File: src/shared/rcv_pkg.sv
// Constants and carrier types for the reset configuration and vectoring block.
// Assumes one 40 MHz system clock and an active-high asynchronous chip reset.
// What this block does
// - Among pending unmasked sources, grant the one at the highest slot offset.
// - Vector address equals programmable vector base plus the source's fixed offset.
// - Each slot holds one 16-bit address; each slot is two bytes wide.
// - Slot offsets F8,F6,F4,F2,F0,D8,C8,C6,BA,B8,8A,80 as listed per source.
// - After every reset, stall the CPU until flash configuration has loaded.
// - Double-bit faults during configuration load may leave protection and security on.
// - Reset during flash program or erase aborts that operation immediately.
// - Reset never clears or initialises the RAM arrays.
// - Watchdog rate and window bit load from flash option register during reset.
// - Flash option register fills from the configuration byte at 0x3_FF0E.
// - Initial watchdog rate is the bitwise inverse of the low three option bits.
// - Initial window-mode bit is the inverse of option bit 3.
package rcv_pkg;

   // ----------------------------------------------------------------------
   // Source indices, highest priority first
   // ----------------------------------------------------------------------
   localparam int RCV_NSRC = 12;
   localparam int SRC_TRAP = 0;
   localparam int SRC_SWTRAP = 1;
   localparam int SRC_DLERR = 2;
   localparam int SRC_DLEXT = 3;
   localparam int SRC_TICK = 4;
   localparam int SRC_SPI = 5;
   localparam int SRC_OSC = 6;
   localparam int SRC_PLL = 7;
   localparam int SRC_FERR = 8;
   localparam int SRC_FCMD = 9;
   localparam int SRC_LVW = 10;
   localparam int SRC_SPUR = 11;

   // ----------------------------------------------------------------------
   // Slot offsets and class masks
   // ----------------------------------------------------------------------
   localparam logic [7:0] OFS_TRAP = 8'hF8;
   localparam logic [7:0] OFS_SWTRAP = 8'hF6;
   localparam logic [7:0] OFS_DLERR = 8'hF4;
   localparam logic [7:0] OFS_DLEXT = 8'hF2;
   localparam logic [7:0] OFS_TICK = 8'hF0;
   localparam logic [7:0] OFS_SPI = 8'hD8;
   localparam logic [7:0] OFS_OSC = 8'hC8;
   localparam logic [7:0] OFS_PLL = 8'hC6;
   localparam logic [7:0] OFS_FERR = 8'hBA;
   localparam logic [7:0] OFS_FCMD = 8'hB8;
   localparam logic [7:0] OFS_LVW = 8'h8A;
   localparam logic [7:0] OFS_SPUR = 8'h80;
   localparam logic [11:0] UNMASKABLE_SET = 12'h803;
   localparam logic [11:0] HIPRI_MASK_SET = 12'h004;
   localparam logic [11:0] STOP_WAKE_SET = 12'h00C;
   localparam logic [11:0] WAIT_WAKE_SET = 12'h62C;

   // ----------------------------------------------------------------------
   // Reset configuration
   // ----------------------------------------------------------------------
   localparam logic [17:0] OPTION_BYTE_ADDR = 18'h3FF0E;
   localparam int OPT_WIN_BIT = 3;
   localparam logic [7:0] OPTION_RESET_VALUE = 8'hFF;
   localparam logic [7:0] VECTOR_BASE_RESET = 8'hFF;
   localparam logic [2:0] RATE_RESET_VALUE = 3'h0;

   typedef enum logic [1:0] {
      ST_ABORT = 2'b00,
      ST_FETCH = 2'b01,
      ST_WAIT = 2'b10,
      ST_RUN = 2'b11
   } rcv_state_type;

   typedef struct packed {
      logic [2:0] rate;
      logic window;
   } rcv_wdog_type;

   typedef struct packed {
      logic valid;
      logic [3:0] source;
      logic [15:0] address;
   } rcv_vector_type;

endpackage : rcv_pkg

File: src/hdl/rcv_core.sv
// Reset configuration sequencer and interrupt vectoring for the CPU core.
// Assumes a flash controller answering one option-byte read and a config load done flag.
`timescale 1ns/1ps
module rcv_core (
   input wire logic clock_i,
   input wire logic sys_rst_i,
   input wire logic [rcv_pkg::RCV_NSRC-1:0] src_pending_i,
   input wire logic [rcv_pkg::RCV_NSRC-1:0] src_local_en_i,
   input wire logic i_mask_i,
   input wire logic x_mask_i,
   input wire logic stop_mode_i,
   input wire logic wait_mode_i,
   input wire logic base_wr_i,
   input wire logic [7:0] base_data_i,
   input wire logic flash_busy_i,
   input wire logic opt_rdy_i,
   input wire logic [7:0] opt_data_i,
   input wire logic cfg_done_i,
   input wire logic cfg_dbl_fault_i,
   output logic [17:0] opt_addr_o,
   output logic opt_req_o,
   output logic flash_abort_o,
   output logic cpu_hold_o,
   output logic secure_o,
   output logic [7:0] vector_base_o,
   output logic [7:0] option_o,
   output rcv_pkg::rcv_wdog_type wdog_init_o,
   output logic wdog_load_o,
   output rcv_pkg::rcv_vector_type vector_o,
   output logic wake_o
);
   import rcv_pkg::*;

   // ----------------------------------------------------------------------
   // State
   // ----------------------------------------------------------------------
   typedef struct packed {
      rcv_state_type state;
      logic [7:0] base;
      logic [7:0] option;
      rcv_wdog_type wdog;
      logic wdog_load;
      logic secure;
      rcv_vector_type vec;
      logic wake;
   } rcv_regs_type;

   rcv_regs_type r_ff;
   rcv_regs_type nxt_r;
   logic [RCV_NSRC-1:0] req;
   logic [RCV_NSRC-1:0] gated;
   logic hit;
   logic [3:0] idx;

   function automatic logic [7:0] slot_offset(input logic [3:0] s);
      case (s)
         4'h0: slot_offset = OFS_TRAP;
         4'h1: slot_offset = OFS_SWTRAP;
         4'h2: slot_offset = OFS_DLERR;
         4'h3: slot_offset = OFS_DLEXT;
         4'h4: slot_offset = OFS_TICK;
         4'h5: slot_offset = OFS_SPI;
         4'h6: slot_offset = OFS_OSC;
         4'h7: slot_offset = OFS_PLL;
         4'h8: slot_offset = OFS_FERR;
         4'h9: slot_offset = OFS_FCMD;
         4'hA: slot_offset = OFS_LVW;
         default: slot_offset = OFS_SPUR;
      endcase
   endfunction : slot_offset

   // ----------------------------------------------------------------------
   // Masking
   // ----------------------------------------------------------------------
   // Unmaskable sources need no local enable; all others need theirs.
   assign gated = src_pending_i & (src_local_en_i | UNMASKABLE_SET);
   always_comb begin
      for (int i = 0; i < RCV_NSRC; i++) begin
         if (UNMASKABLE_SET[i]) begin
            req[i] = gated[i];
         end else if (HIPRI_MASK_SET[i]) begin
            req[i] = gated[i] & ~x_mask_i;
         end else begin
            req[i] = gated[i] & ~i_mask_i;
         end
      end
   end

   rcv_prio u_prio (
      .req_i(req),
      .hit_o(hit),
      .idx_o(idx)
   );

   // ----------------------------------------------------------------------
   // Next state
   // ----------------------------------------------------------------------
   always_comb begin
      nxt_r = r_ff;
      nxt_r.wdog_load = 1'b0;
      case (r_ff.state)
         ST_ABORT: begin
            if (!flash_busy_i) begin
               nxt_r.state = ST_FETCH;
            end
         end
         ST_FETCH: begin
            if (opt_rdy_i) begin
               nxt_r.option = opt_data_i;
               nxt_r.wdog.rate = ~opt_data_i[2:0];
               nxt_r.wdog.window = ~opt_data_i[OPT_WIN_BIT];
               nxt_r.wdog_load = 1'b1;
               nxt_r.state = ST_WAIT;
            end
         end
         ST_WAIT: begin
            if (cfg_dbl_fault_i) begin
               nxt_r.secure = 1'b1;
            end
            if (cfg_done_i) begin
               nxt_r.state = ST_RUN;
            end
         end
         ST_RUN: begin
            if (base_wr_i) begin
               nxt_r.base = base_data_i;
            end
         end
         default: nxt_r.state = ST_ABORT;
      endcase
      nxt_r.vec.valid = hit && (r_ff.state == ST_RUN);
      nxt_r.vec.source = idx;
      nxt_r.vec.address = {r_ff.base, slot_offset(idx)};
      nxt_r.wake = (stop_mode_i && |(req & STOP_WAKE_SET))
                   || (wait_mode_i && |(req & WAIT_WAKE_SET));
   end

   // No RAM is touched here; reset affects only this block's own flops.
   always_ff @(posedge clock_i or posedge sys_rst_i) begin
      if (sys_rst_i) begin
         r_ff <= '{state: ST_ABORT, base: VECTOR_BASE_RESET, option: OPTION_RESET_VALUE,
                   wdog: '{rate: RATE_RESET_VALUE, window: 1'b0}, wdog_load: 1'b0,
                   secure: 1'b0, vec: '0, wake: 1'b0};
      end else begin
         r_ff <= nxt_r;
      end
   end

   // ----------------------------------------------------------------------
   // Outputs
   // ----------------------------------------------------------------------
   assign flash_abort_o = sys_rst_i || (r_ff.state == ST_ABORT);
   assign cpu_hold_o = sys_rst_i || (r_ff.state != ST_RUN);
   assign opt_req_o = (r_ff.state == ST_FETCH);
   assign opt_addr_o = OPTION_BYTE_ADDR;
   assign secure_o = r_ff.secure;
   assign vector_base_o = r_ff.base;
   assign option_o = r_ff.option;
   assign wdog_init_o = r_ff.wdog;
   assign wdog_load_o = r_ff.wdog_load;
   assign vector_o = r_ff.vec;
   assign wake_o = r_ff.wake;

endmodule : rcv_core

File: src/hdl/rcv_prio.sv
// Fixed priority picker for the vector sources.
// Assumes pending bits already masked; index 0 is the highest offset.
`timescale 1ns/1ps
module rcv_prio (
   input wire logic [rcv_pkg::RCV_NSRC-1:0] req_i,
   output logic hit_o,
   output logic [3:0] idx_o
);
   import rcv_pkg::*;

   always_comb begin
      hit_o = 1'b0;
      idx_o = 4'h0;
      for (int i = RCV_NSRC - 1; i >= 0; i--) begin
         if (req_i[i]) begin
            hit_o = 1'b1;
            idx_o = 4'(i);
         end
      end
   end

endmodule : rcv_prio

File: config.mk
export PLATFORM = sky130hd
export DESIGN_NAME = rcv_core
export DESIGN_NICKNAME = d
export VERILOG_FILES = /design/src/shared/rcv_pkg.sv /design/src/hdl/rcv_core.sv /design/src/hdl/rcv_prio.sv
export SDC_FILE = /design/constraint.sdc
export NUM_CORES = 1
export LEC_CHECK = 0
export ABC_AREA = 1
export BUFFER_PORTS_ARGS = -buffer_cell sky130_fd_sc_hd__buf_2
export CELL_PAD_IN_SITES_DETAIL_PLACEMENT = 0
export CELL_PAD_IN_SITES_GLOBAL_PLACEMENT = 1
export CORE_MARGIN = 10
export CORE_UTILIZATION = 33
export DETAILED_ROUTE_END_ITERATION = 12
export PLACE_DENSITY = 0.89
export SLEW_MARGIN = 15
export SYNTH_ARGS = -nofsm -noshare
export SYNTH_HDL_FRONTEND = slang
export SYNTH_SLANG_ARGS = --single-unit
File: constraint.sdc
create_clock -name clock_i -period 2.3 [get_ports clock_i]
set_clock_uncertainty 0.2 [all_clocks]
set_input_delay 0.46 -clock clock_i [delete_from_list [all_inputs] [get_ports clock_i]]
set_output_delay 0.46 -clock clock_i [all_outputs]
set_load 0.03 [all_outputs]
# --- Word level (Yosys, flattened, before mapping) ---
# Memory sizes are Yosys's and may differ from the RTL's. A register that Yosys moved wholly into a read port is not among the register bits.
# Cells that the tools add are included.
totals:
  mem_count: 1
  romBits: 96
  ram_bits: 0
  latch_bits: 0
  register_bits: 46
memory_table:
  columns: ["name", "words", "width", "read_ports", "rd_ports_with_merged_regs", "write_ports", "line", "text"]
  rows:
  - ["(no name shown)", 16, 6, 1, 1, 0, "rcv_core.sv:56", "case (s)"]
classes:
  n_div: 0
  n_mux: 30
  n_bitwise: 14
  n_addsub: 0
  shifts: 0
  n_mul: 0
  n_lt_le_gt_ge: 0
  reduce_logical: 14
  n_eq_ne: 7
ops:
  columns: ["operator", "n"]
  rows:
  - ["4-bit 2-to-1 mux", 12]
  - ["1-bit 2-to-1 mux", 14]
  - ["12-bit bitwise AND", 1]
  - ["1-bit bitwise AND", 9]
  - ["2-bit inequality test (second input constant)", 4]
  - ["2-bit 2-to-1 mux", 3]
  - ["2-bit one-hot mux with 3 select lines", 1]
  - ["2-bit AND reduction", 3]
  - ["5-bit OR reduction", 1]
  - ["2-bit equality test (second input constant)", 2]
  - ["4-bit AND reduction", 1]
  - ["1-bit logical AND", 3]
  - ["1-bit logical OR", 3]
  - ["1-bit inverter", 3]
  - ["3-bit inverter", 1]
  - ["3-bit nonzero test", 1]
  - ["2-bit by 1-bit equality test with 1-bit output (second input constant)", 1]
  - ["2-bit logical NOT", 1]
  - ["2-bit OR reduction", 1]

# --- Depth between registers and ports, before layout ---
# Gate-level depths: netlist of the first run.
depth:
  depth_word: 14
  ltp_mapped: 21

# --- Cells and area by module ---
# A second synthesis of the first run with hierarchy kept.
unflattened:
  cells_unflattened: 254
  area_unflattened_um2: 2368.5
by_module_without_submodules:
  columns: ["module", "n_inst", "area_each_um2", "cells_each", "seq_area_each_um2"]
  rows:
  - ["rcv_core", 1, 2213.4, 219, 1146.1]
  - ["rcv_prio", 1, 155.1, 35, 0.0]

# --- Least setup slack after synthesis of the first run ---
# No wires, ideal clock.
synth_timing:
  path_type: "input-to-output"
  start: "input sys_rst_i"
  end: "output cpu_hold_o"
  cell_stages: 2
  n_path_buf: 0
  arrival_time_ps: 1869
  setup_slack_ps: -229
  path_cell_list: "inv_1 -> nand2_1"
synth_between:
  elab_chain_cells: 1
synth_rtl:
  columns: ["element", "line", "text"]
  rows:
  - ["from (decl)", "rcv_core.sv:6", "input wire logic sys_rst_i,"]
  - ["1-bit logical OR", "rcv_core.sv:153", "assign cpu_hold_o = sys_rst_i || (r_ff.state != ST_RUN);"]
  - ["to (decl)", "rcv_core.sv:23", "output logic cpu_hold_o,"]
# Every way passes these cells.

# --- Worst setup path after layout of the first run ---
layout_timing:
  start: "register r_ff[44] (netlist bit)"
  end: "output flash_abort_o"
layout_between:
  elab_chain_cells: 2
layout_rtl:
  columns: ["element", "line", "text"]
  rows:
  - ["from (decl)", "rcv_core.sv:48", "rcv_regs_type r_ff;"]
  - ["from (signal assigned)", "rcv_core.sv:141", "r_ff <= '{state: ST_ABORT, base: VECTOR_BASE_RESET, option: OPTION_RESET_VALUE,"]
  - ["from (signal assigned)", "rcv_core.sv:145", "r_ff <= nxt_r;"]
  - ["2-bit logical NOT", "rcv_core.sv:152", "assign flash_abort_o = sys_rst_i || (r_ff.state == ST_ABORT);"]
  - ["1-bit logical OR", "rcv_core.sv:152", null]
  - ["to (decl)", "rcv_core.sv:22", "output logic flash_abort_o,"]
# Every way passes these cells.

==> results of run 1 <==
per-stage QoR:
step	worst slack (ps)	total power, mW	hold WS (ps)	util, %	area (um2)
final	142.0	3.399	149.5	39.78	2718
after global routing	38.56	3.619	153.8	39.78	2718
after CTS	124.0	3.465	147.8	39.74	2715
after detailed placement	-74.79	2.844	197.8	38.04	2599
after global placement	-60.10	2.810	195.3	38.04	2599
after floorplan	87.06	2.773	194.2	-	2394
sequential cells by signal, summed over array words and instances, names as in the netlist:
name / cells
secure_o: 1
vector_base_o: 8
wdog_load_o: 1
r_ff: 2
wake_o: 1
vector_o: 20
option_o: 8
wdog_init_o: 4
cell type report:
cell class / count / area [um2]
Multi-Input combinational cell: 128 / 728.2
Clock buffer: 7 / 86.33
Inverter: 18 / 73.82
Clock inverter: 1 / 30.03
Timing Repair Buffer: 102 / 533.0
Sequential cell: 45 / 1146
Tap cell: 96 / 120.1
Fill cell: 740 / 4114
worst paths after layout:
path	endpoint	slack, ps	startpoint
max	flash_abort_o	140	r_ff[44]
min in group clock_i	option_o[4]	160	opt_data_i[4]
max reg2reg	wdog_init_o[0]	390	r_ff[45]
max in group asynchronous	vector_base_o[3]	1360	sys_rst_i
min	r_ff[44]	150	sys_rst_i
min reg2reg	vector_o[15]	210	vector_base_o[7]
Yosys cell counts:
cell      count  area [um2]
inv_1        16       60.06
a41oi_1       1       8.760
o21a_1        4       30.03
nand3_1       9       45.04
nand2_2       4       25.02
o211ai_1      1       7.510
dfrtp_1      29       725.7
nand2_1      46       172.7
nor3_4        1       16.27
inv_2         2       7.510
nand3_2       2       20.02
ha_1          7       87.58
a22oi_1       1       7.510
nor2_1        4       15.01
a31oi_1       2       12.51
mux2_2        8       90.09
buf_4        59       442.9
nand2_4       1       11.26
conb_1        2       7.510
o31ai_1       1       7.510
buf_2         1       5.000
or2_2         1       6.260
o21ai_0       7       35.03
a21o_1        1       7.510
a21oi_1       3       15.01
nor2_4        1       11.26
nor2_2        1       6.260
or2_0         1       6.260
o21ai_2       1       8.760
dfstp_2      16       420.4
critical path: stages, from the launching register on:
cell and delay (ps):
dfrtp_1 420, inv_1 90, ha_1 230, or2_2 290
buf_2 180
routing by layer:
metal	part of all wire, %	wire (um)	vias up
met4	1.8	87	0
li1	-	-	790
met5	0	0	-
met2	47	2256	76
met1	41	1951	725
met3	10	492	5
power by group through the flow:
stage,clock (mW),combinational [mW],sequential (mW)
2_1_floorplan,0,1.46,1.31
3_3_place_gp,0,1.49,1.32
3_5_place_dp,0,1.51,1.33
4_1_cts,0.632,1.51,1.32
5_1_grt,0.657,1.60,1.36
6_report,0.603,1.48,1.31
repair_timing:
action,in CTS,in global routing
endpoints found under the setup margin,0,1
resized for setup,0,1
hold buffers,0,0
kinds of logic after synthesis:
family                     Yosys count  synth area share [%]
other                                2                0.3234
adders and majority gates            7                 3.771
DFF                                 45                 49.35
muxes                                8                 3.879
AOI/OAI and AO/OA                   22                 6.035
and+or+nand+nor                     71                 14.44
buffers and inverters               78                 22.20
==> flow_summary.yaml, run 1 <==
critical_path:
  path_class: "flop to output pin"
  ff2ff_path_depth: 6
  required_ps: 1640
  start_kind: "flop"
  cp.arrival_ps: 1500
  path_max_fanout: 5
  end_kind: "output pin"
detailed_routing:
  drc_errors: 0
  drtIter0Drc: 42
  first_pass_iters: 4
  totalWireLength_mm: 4.787
  ant_nets: 0
  via_per_inst: 4.020
  num_vias: 1596
  post_drt_wl_per_cell_um: 12.06
synth:
  yosys_warnings: 0
  syn-mean-instance-area_um2: 9.967
  ys_types: 30
  seq_area_frac_synth_pct: 49.35
  synthesis.area_um2: 2322
  synth-seq-cells: 45
  netlist_instances: 233
placement:
  place.port_buffers: 93
  routabilityCongestion: 0.7454
  post-place-cells: 389
  dp_hpwl_mm: 4.005
finish:
  nets: 358
  drive_gt1_share_pct: 49.17
  syn_to_final_growth_pct: 17.03
  final_common_cell: "buf_2"
  final_cells: 397
  mostFrequentLayoutCells: "buf_2, nand2_1, dfrtp_1, conb_1, dfstp_2"
  antenna_cells: 0
pwr:
  p_int_mw: 1.981
  power_density_nw_per_um2: 1251
  power_switching_mw: 1.418
  power_leakage_nw: 1.459
  power_frac_clock_pct: 17.7
  p_sw_share_pct: 41.72
  pwr-share-comb_pct: 43.6
  irDropWorstVdd_mv: 0.2916
  seq_power_share_pct: 38.6
global_routing:
  grt_pass1_vias: 1734
  grt_use_total_pct: 8.730
  grt_max_degree: 46
  antenna_found_initial: 0
  top_usage_layer: "met2"
  use_met2_pct: 14.95
  use_met1_pct: 8.872
  grt_pass1_wl_mm: 7.941
  gr-total-overflow: 0
  grt.met3_usage_pct: 4.089
timing:
  drv_slew: 0
  setup_viol: 0
  setup_tns_ps: 0
  worst_pin_slew_ps: 547.7
  fin_crit_ps: 2158
  rsz0062_at_grt: "no"
  maxSlewHeadroom_pct: 63.49
  hold_viol_final: 0
  finalCritPeriodShare_pct: 93.83
  fmax_ghz: 0.4634
job:
  maxCapViolCount: 0
clocking:
  cts_tree: "yes"
  clkSinkCount: 45
  clockBufferDepth: 2
  numCtsBuffers: 5
  postCtsSetupBuffers: 0
  htreeDepth: 2
  clock_latency_ps: 290
  clk_pin_slew_ps: 80
  cts_root_buf: "clkbuf_8"
outcome:
  outcome: "complete, no violations"
floorplan:
  num_rows: 30
  core-area_um2: 6832
  ios: 116
  die_w_um: 103.9
  dieHeight_um: 103.9
  dieArea_um2: 10790
  start_util_pct: 33.99
worst_hold_path:
  hp-class: "input port to asynchronous set/reset pin"
Power figures use the tool's default switching activity.
==> inputs of run 2 (changes only) <==
--- a/config.mk
+++ b/config.mk
@@ -6,13 +6,14 @@
 export NUM_CORES = 1
 export LEC_CHECK = 0
 export ABC_AREA = 1
-export BUFFER_PORTS_ARGS = -buffer_cell sky130_fd_sc_hd__buf_2
 export CELL_PAD_IN_SITES_DETAIL_PLACEMENT = 0
 export CELL_PAD_IN_SITES_GLOBAL_PLACEMENT = 1
 export CORE_MARGIN = 10
-export CORE_UTILIZATION = 33
+export CORE_UTILIZATION = 45
 export DETAILED_ROUTE_END_ITERATION = 12
-export PLACE_DENSITY = 0.89
+export DONT_BUFFER_PORTS = 1
+export PLACE_DENSITY = 0.88
+export RECOVER_POWER = 25
 export SLEW_MARGIN = 15
 export SYNTH_ARGS = -nofsm -noshare
 export SYNTH_HDL_FRONTEND = slang
==> run 2 against run 1 <==
Core utilization up 3.1 points. Wire length down 12%. Clock power down 19%. Die area down 22%. Setup slack better by 98 ps. Highest routed layer unchanged. Global-route usage up 1.0 points. Via count down 23%. Register-to-register slack better by 50 ps. Non-clock buffer count down 97. Cell area down 20%. First-iteration DRC count down 48%.
==> flow_summary.yaml, run 2 (synthesized netlist as in run 1, its figures left out) <==
clocking:
  cts_tree: "yes"
  clkSinkCount: 45
  clk_pin_slew_ps: 80
  clock_latency_ps: 280
  cts_hold_buf: 0
  clockBufferDepth: 2
  postCtsSetupBuffers: 0
  htreeDepth: 2
  cts_root_buf: "clkbuf_8"
  cts_resized: 0
  numCtsBuffers: 5
finish:
  drive_gt1_share_pct: 25.49
  nets: 261
  fill_cells: 501
  final_cells: 274
  antenna_cells: 0
  syn_to_final_growth_pct: -6.897
  mostFrequentLayoutCells: "nand2_1, dfrtp_1, conb_1, dfstp_2, inv_1"
  final_common_cell: "nand2_1"
  largest_reg_flops: 20
pwr:
  seq_power_share_pct: 64.7
  pwr-share-comb_pct: 19.1
  power_mw: 3.021
  power_switching_mw: 1.347
  irDropWorstVdd_mv: 0.4366
  power_leakage_nw: 1.059
  p_int_mw: 1.673
  power_frac_clock_pct: 16.3
  power_density_nw_per_um2: 1397
  p_sw_share_pct: 44.61
floorplan:
  dieArea_um2: 8434
  ios: 116
  dieHeight_um: 91.84
  num_rows: 26
  start_util_pct: 46.05
  core-area_um2: 5042
  die_w_um: 91.84
global_routing:
  grt_max_degree: 46
  grt_use_total_pct: 9.764
  antenna_found_initial: 0
  gr-total-overflow: 0
  grt_pass1_wl_mm: 6.665
  grt_pass1_vias: 1340
timing:
  whs_ps: 53.00
  finalCritPeriodShare_pct: 89.58
  hold_viol_final: 0
  setup_tns_ps: 0
  fin_crit_ps: 2060
  setup_viol: 0
  drv_slew: 0
  worst_pin_slew_ps: 1066
  fmax_ghz: 0.4854
  rsz0062_at_grt: "no"
  maxSlewHeadroom_pct: 28.96
detailed_routing:
  via_per_inst: 4.507
  first_pass_iters: 4
  num_vias: 1235
  ant_nets: 0
  totalWireLength_mm: 4.234
  post_drt_wl_per_cell_um: 15.45
  drtIter0Drc: 22
  drc_errors: 0
outcome:
  outcome: "complete, no violations"
critical_path:
  path_max_fanout: 5
  start_kind: "flop"
  critPathTopFamily: "flip-flops"
  cp.arrival_ps: 1400
  cpPeakStageDelay_ps: 420
  path_cells: "inv_1 -> ha_1 -> or2_2"
  end_kind: "output pin"
  cpMaxStageDelayCell: "dfrtp_1"
  crit_buf_inv: 1
  path_class: "flop to output pin"
  ff2ff_setup_slack_ps: 440
  required_ps: 1640
placement:
  dp_hpwl_mm: 3.469
  place.port_buffers: 0
  post-place-cells: 266
  routabilityCongestion: 0.7010
worst_hold_path:
  hp-class: "input port to flop"
job:
  maxCapViolCount: 0
-- run 2: cell types whose count changed in the layout (fill, tap and decap cells not counted) --
cell,before,now
inv_2,1,2
inv_4,1,0
buf_4,9,4
bufinv_16,1,0
buf_2,93,0
clkinvlp_4,1,0
clkbuf_2,0,1
clkinv_4,0,1
clkbuf_1,1,0
clkinvlp_2,0,1
clkinv_2,0,1
-- run 2: worst paths after layout --
kind,startpoint,end,cells after the start
setup reg to reg,r_ff[45],wdog_init_o[1],6
hold / removal,opt_data_i[4],option_o[4],2
hold reg to reg,vector_base_o[1],vector_o[9],0
max in group asynchronous,sys_rst_i,vector_o[12],2
setup / recovery,r_ff[44],flash_abort_o,3
min in group asynchronous,sys_rst_i,wake_o,2
-- run 2: through the flow --
| stage | instance area, um2 | util, % | setup WS (ps) |
|---|---|---|---|
| 2_1_floorplan | 2394 | - | 87.06 |
| 3_3_place_gp | 2071 | 41.07 | 29.20 |
| 3_5_place_dp | 2071 | 41.07 | 11.02 |
| 4_1_cts | 2167 | 42.98 | 220.6 |
| 5_1_grt | 2162 | 42.88 | 113.0 |
| 6_report | 2162 | 42.88 | 239.7 |
-- run 2: per-layer routing --
layer | vias to the layer above | part of all wire (%) | global-route usage [%]
met4 | 0 | 1.7 | 4.242
met5 | - | 0 | 0
li1 | 599 | - | -
met3 | 6 | 12 | 4.890
met2 | 73 | 48 | 16.00
met1 | 557 | 38 | 10.45
-- run 2: power groups by stage --
stage                     Clock, mW  Combinational [mW]  Sequential [mW]
after global routing          0.556               0.664             2.00
after CTS                     0.517               0.592             1.97
after detailed placement          0               0.591             1.99
after global placement            0               0.572             1.97
after floorplan                   0                1.46             1.31
final                         0.491               0.576             1.95
-- run 2: cell type report --
type,instances,area [um2],share of cell area [%]
clock inverter,2,13.76,0.6366
multi-input combinational,128,728.2,33.68
tap,70,87.58,4.051
inverter,18,68.82,3.183
clock buffer,6,82.58,3.819
timing repair buffer,5,35.03,1.620
sequential,45,1146,53.01
-- run 2: worst reg2reg max path: stages, from the launching register on --
cell and delay, ps:
dfrtp_1 400, inv_1 130, ha_1 190, nand2_1 220
inv_1 360, nand2_1 130, o21a_1 130
==> inputs of run 3 (changes only) <==
--- a/config.mk
+++ b/config.mk
@@ -9,11 +9,11 @@
 export CELL_PAD_IN_SITES_DETAIL_PLACEMENT = 0
 export CELL_PAD_IN_SITES_GLOBAL_PLACEMENT = 1
 export CORE_MARGIN = 10
-export CORE_UTILIZATION = 45
+export CORE_UTILIZATION = 36
 export DETAILED_ROUTE_END_ITERATION = 12
 export DONT_BUFFER_PORTS = 1
-export PLACE_DENSITY = 0.88
-export RECOVER_POWER = 25
+export PLACE_DENSITY = 0.74
+export RECOVER_POWER = 100
 export SLEW_MARGIN = 15
 export SYNTH_ARGS = -nofsm -noshare
 export SYNTH_HDL_FRONTEND = slang
==> run 3 against run 2 <==
Critical path depth is the same. Clock power grew 22%. Core utilization decreased by 8.5 points. Via count rose by 0.49%. First-iteration DRC count grew 36%. Cell area grew 0.29%. Count of clock-buffer cells in the layout up 1. Final cell count grew 3.3%. Maximum frequency down 2.3%. Die area grew 19%. Flip-flop and latch count unchanged. Highest routed layer unchanged.
==> flow_summary.yaml, run 3 (synthesized netlist as in run 1, its figures left out) <==
outcome:
  outcome: "complete, no violations"
critical_path:
  cpPeakStageDelay_ps: 440
  start_kind: "flop"
  end_kind: "output pin"
  cpMaxStageDelayCell: "dfrtp_1"
  path_max_fanout: 5
  required_ps: 1640
  path_cells: "inv_1 -> ha_1 -> or2_0"
  path_class: "flop to output pin"
  cp.arrival_ps: 1450
clocking:
  clockBufferDepth: 2
  clk_pin_slew_ps: 80
  postCtsSetupBuffers: 0
  cts_root_buf: "clkbuf_8"
  cts_tree: "yes"
  htreeDepth: 2
  clkSinkCount: 45
  numCtsBuffers: 5
  clock_latency_ps: 280
  cts_resized: 0
  cts_hold_buf: 0
pwr:
  power_leakage_nw: 1.057
  p_sw_share_pct: 43.72
  power_density_nw_per_um2: 1413
  pwr-share-comb_pct: 18.5
  power_frac_clock_pct: 19.5
  irDropWorstVdd_mv: 0.7222
  seq_power_share_pct: 62.0
  p_int_mw: 1.724
  power_switching_mw: 1.339
global_routing:
  grt_max_degree: 46
  grt_pass1_wl_mm: 6.775
  grt_use_total_pct: 8.338
  antenna_found_initial: 0
  grt_pass1_vias: 1324
  gr-total-overflow: 0
floorplan:
  start_util_pct: 36.78
  dieHeight_um: 100.3
  die_w_um: 100.3
  core-area_um2: 6314
  num_rows: 29
  dieArea_um2: 10060
  ios: 116
finish:
  drive_gt1_share_pct: 13.59
  nets: 263
  final_common_cell: "nand2_1"
  final_cells: 283
  largest_reg_flops: 20
  fill_cells: 651
  antenna_cells: 0
  syn_to_final_growth_pct: -6.627
  mostFrequentLayoutCells: "nand2_1, dfrtp_1, conb_1, inv_1, dfstp_1"
timing:
  rsz0062_at_grt: "no"
  hold_viol_final: 0
  fin_crit_ps: 2108
  finalCritPeriodShare_pct: 91.64
  setup_viol: 0
  maxSlewHeadroom_pct: 28.99
  whs_ps: 61.14
  fmax_ghz: 0.4744
  drv_slew: 0
  worst_pin_slew_ps: 1065
worst_hold_path:
  hp-class: "input port to flop"
detailed_routing:
  first_pass_iters: 4
  ant_nets: 0
  post_drt_wl_per_cell_um: 15.38
  wl_met2_mm: 1.949
  met3_length_um: 595
  totalWireLength_mm: 4.353
  met1Wirelength_mm: 1.731
  drtIter0Drc: 30
  highest_layer: "met4"
  num_vias: 1241
  drc_errors: 0
  via_per_inst: 4.385
placement:
  place.port_buffers: 0
  dp_hpwl_mm: 3.553
  post-place-cells: 275
  routabilityCongestion: 0.7046
job:
  maxCapViolCount: 0
-- run 3: final cells by class --
type,count,area (um2),share of cell area (%)
repair buffers,7,42.54,1.962
well taps,77,96.34,4.443
inverters,18,68.82,3.174
flip-flops and latches,45,1146,52.86
clock inverters,1,30.03,1.385
clock buffers,7,86.33,3.982
multi-input cells,128,698.2,32.20
-- run 3: worst paths after layout --
kind / startpoint / to / slack (ps) / depth (start not counted)
worst max-delay path: r_ff[44] / flash_abort_o / 190 / 3
worst min-delay path: opt_data_i[7] / option_o[7] / 60 / 2
worst max register to register: r_ff[45] / wdog_init_o[2] / 440 / 6
worst min register to register: vector_base_o[6] / vector_o[14] / 370 / 0
max in group asynchronous: sys_rst_i / vector_o[15] / 1010 / 2
min in group asynchronous: sys_rst_i / secure_o / 230 / 2
-- run 3: worst max-delay path: cells and delay by family (launching register included) --
family                   cells  cell delay (ps)
adder cells (fa/ha/maj)      1              190
flip-flops                   1              440
AND/OR/NAND/NOR              1              420
buffers and inverters        1              110
-- run 3: per-layer routing --
metal | GRT usage (%) | up-vias
met5 | 0 | -
met4 | 3.261 | 0
met3 | 4.121 | 5
met2 | 12.71 | 80
met1 | 9.815 | 559
li1 | - | 597
-- run 3: power groups by stage --
stage | Combinational [mW] | Clock, mW | Sequential [mW]
2_1_floorplan | 1.46 | 0 | 1.31
3_3_place_gp | 0.584 | 0 | 1.97
3_5_place_dp | 0.601 | 0 | 1.98
4_1_cts | 0.599 | 0.627 | 1.96
5_1_grt | 0.657 | 0.656 | 1.95
6_report | 0.568 | 0.597 | 1.90
-- run 3: through the flow --
stage / setup WS [ps] / area (um2) / util, % / setup TNS (ps) / total power [mW]
after floorplan: 87.06 / 2394 / - / 0 / 2.773
after CTS: 186.3 / 2211 / 35.02 / 0 / 3.189
final: 192.2 / 2168 / 34.34 / 0 / 3.063
after global routing: 11.02 / 2168 / 34.34 / 0 / 3.261
after global placement: 17.06 / 2095 / 33.17 / 0 / 2.556
after detailed placement: -6.475 / 2095 / 33.17 / -6.475 / 2.579
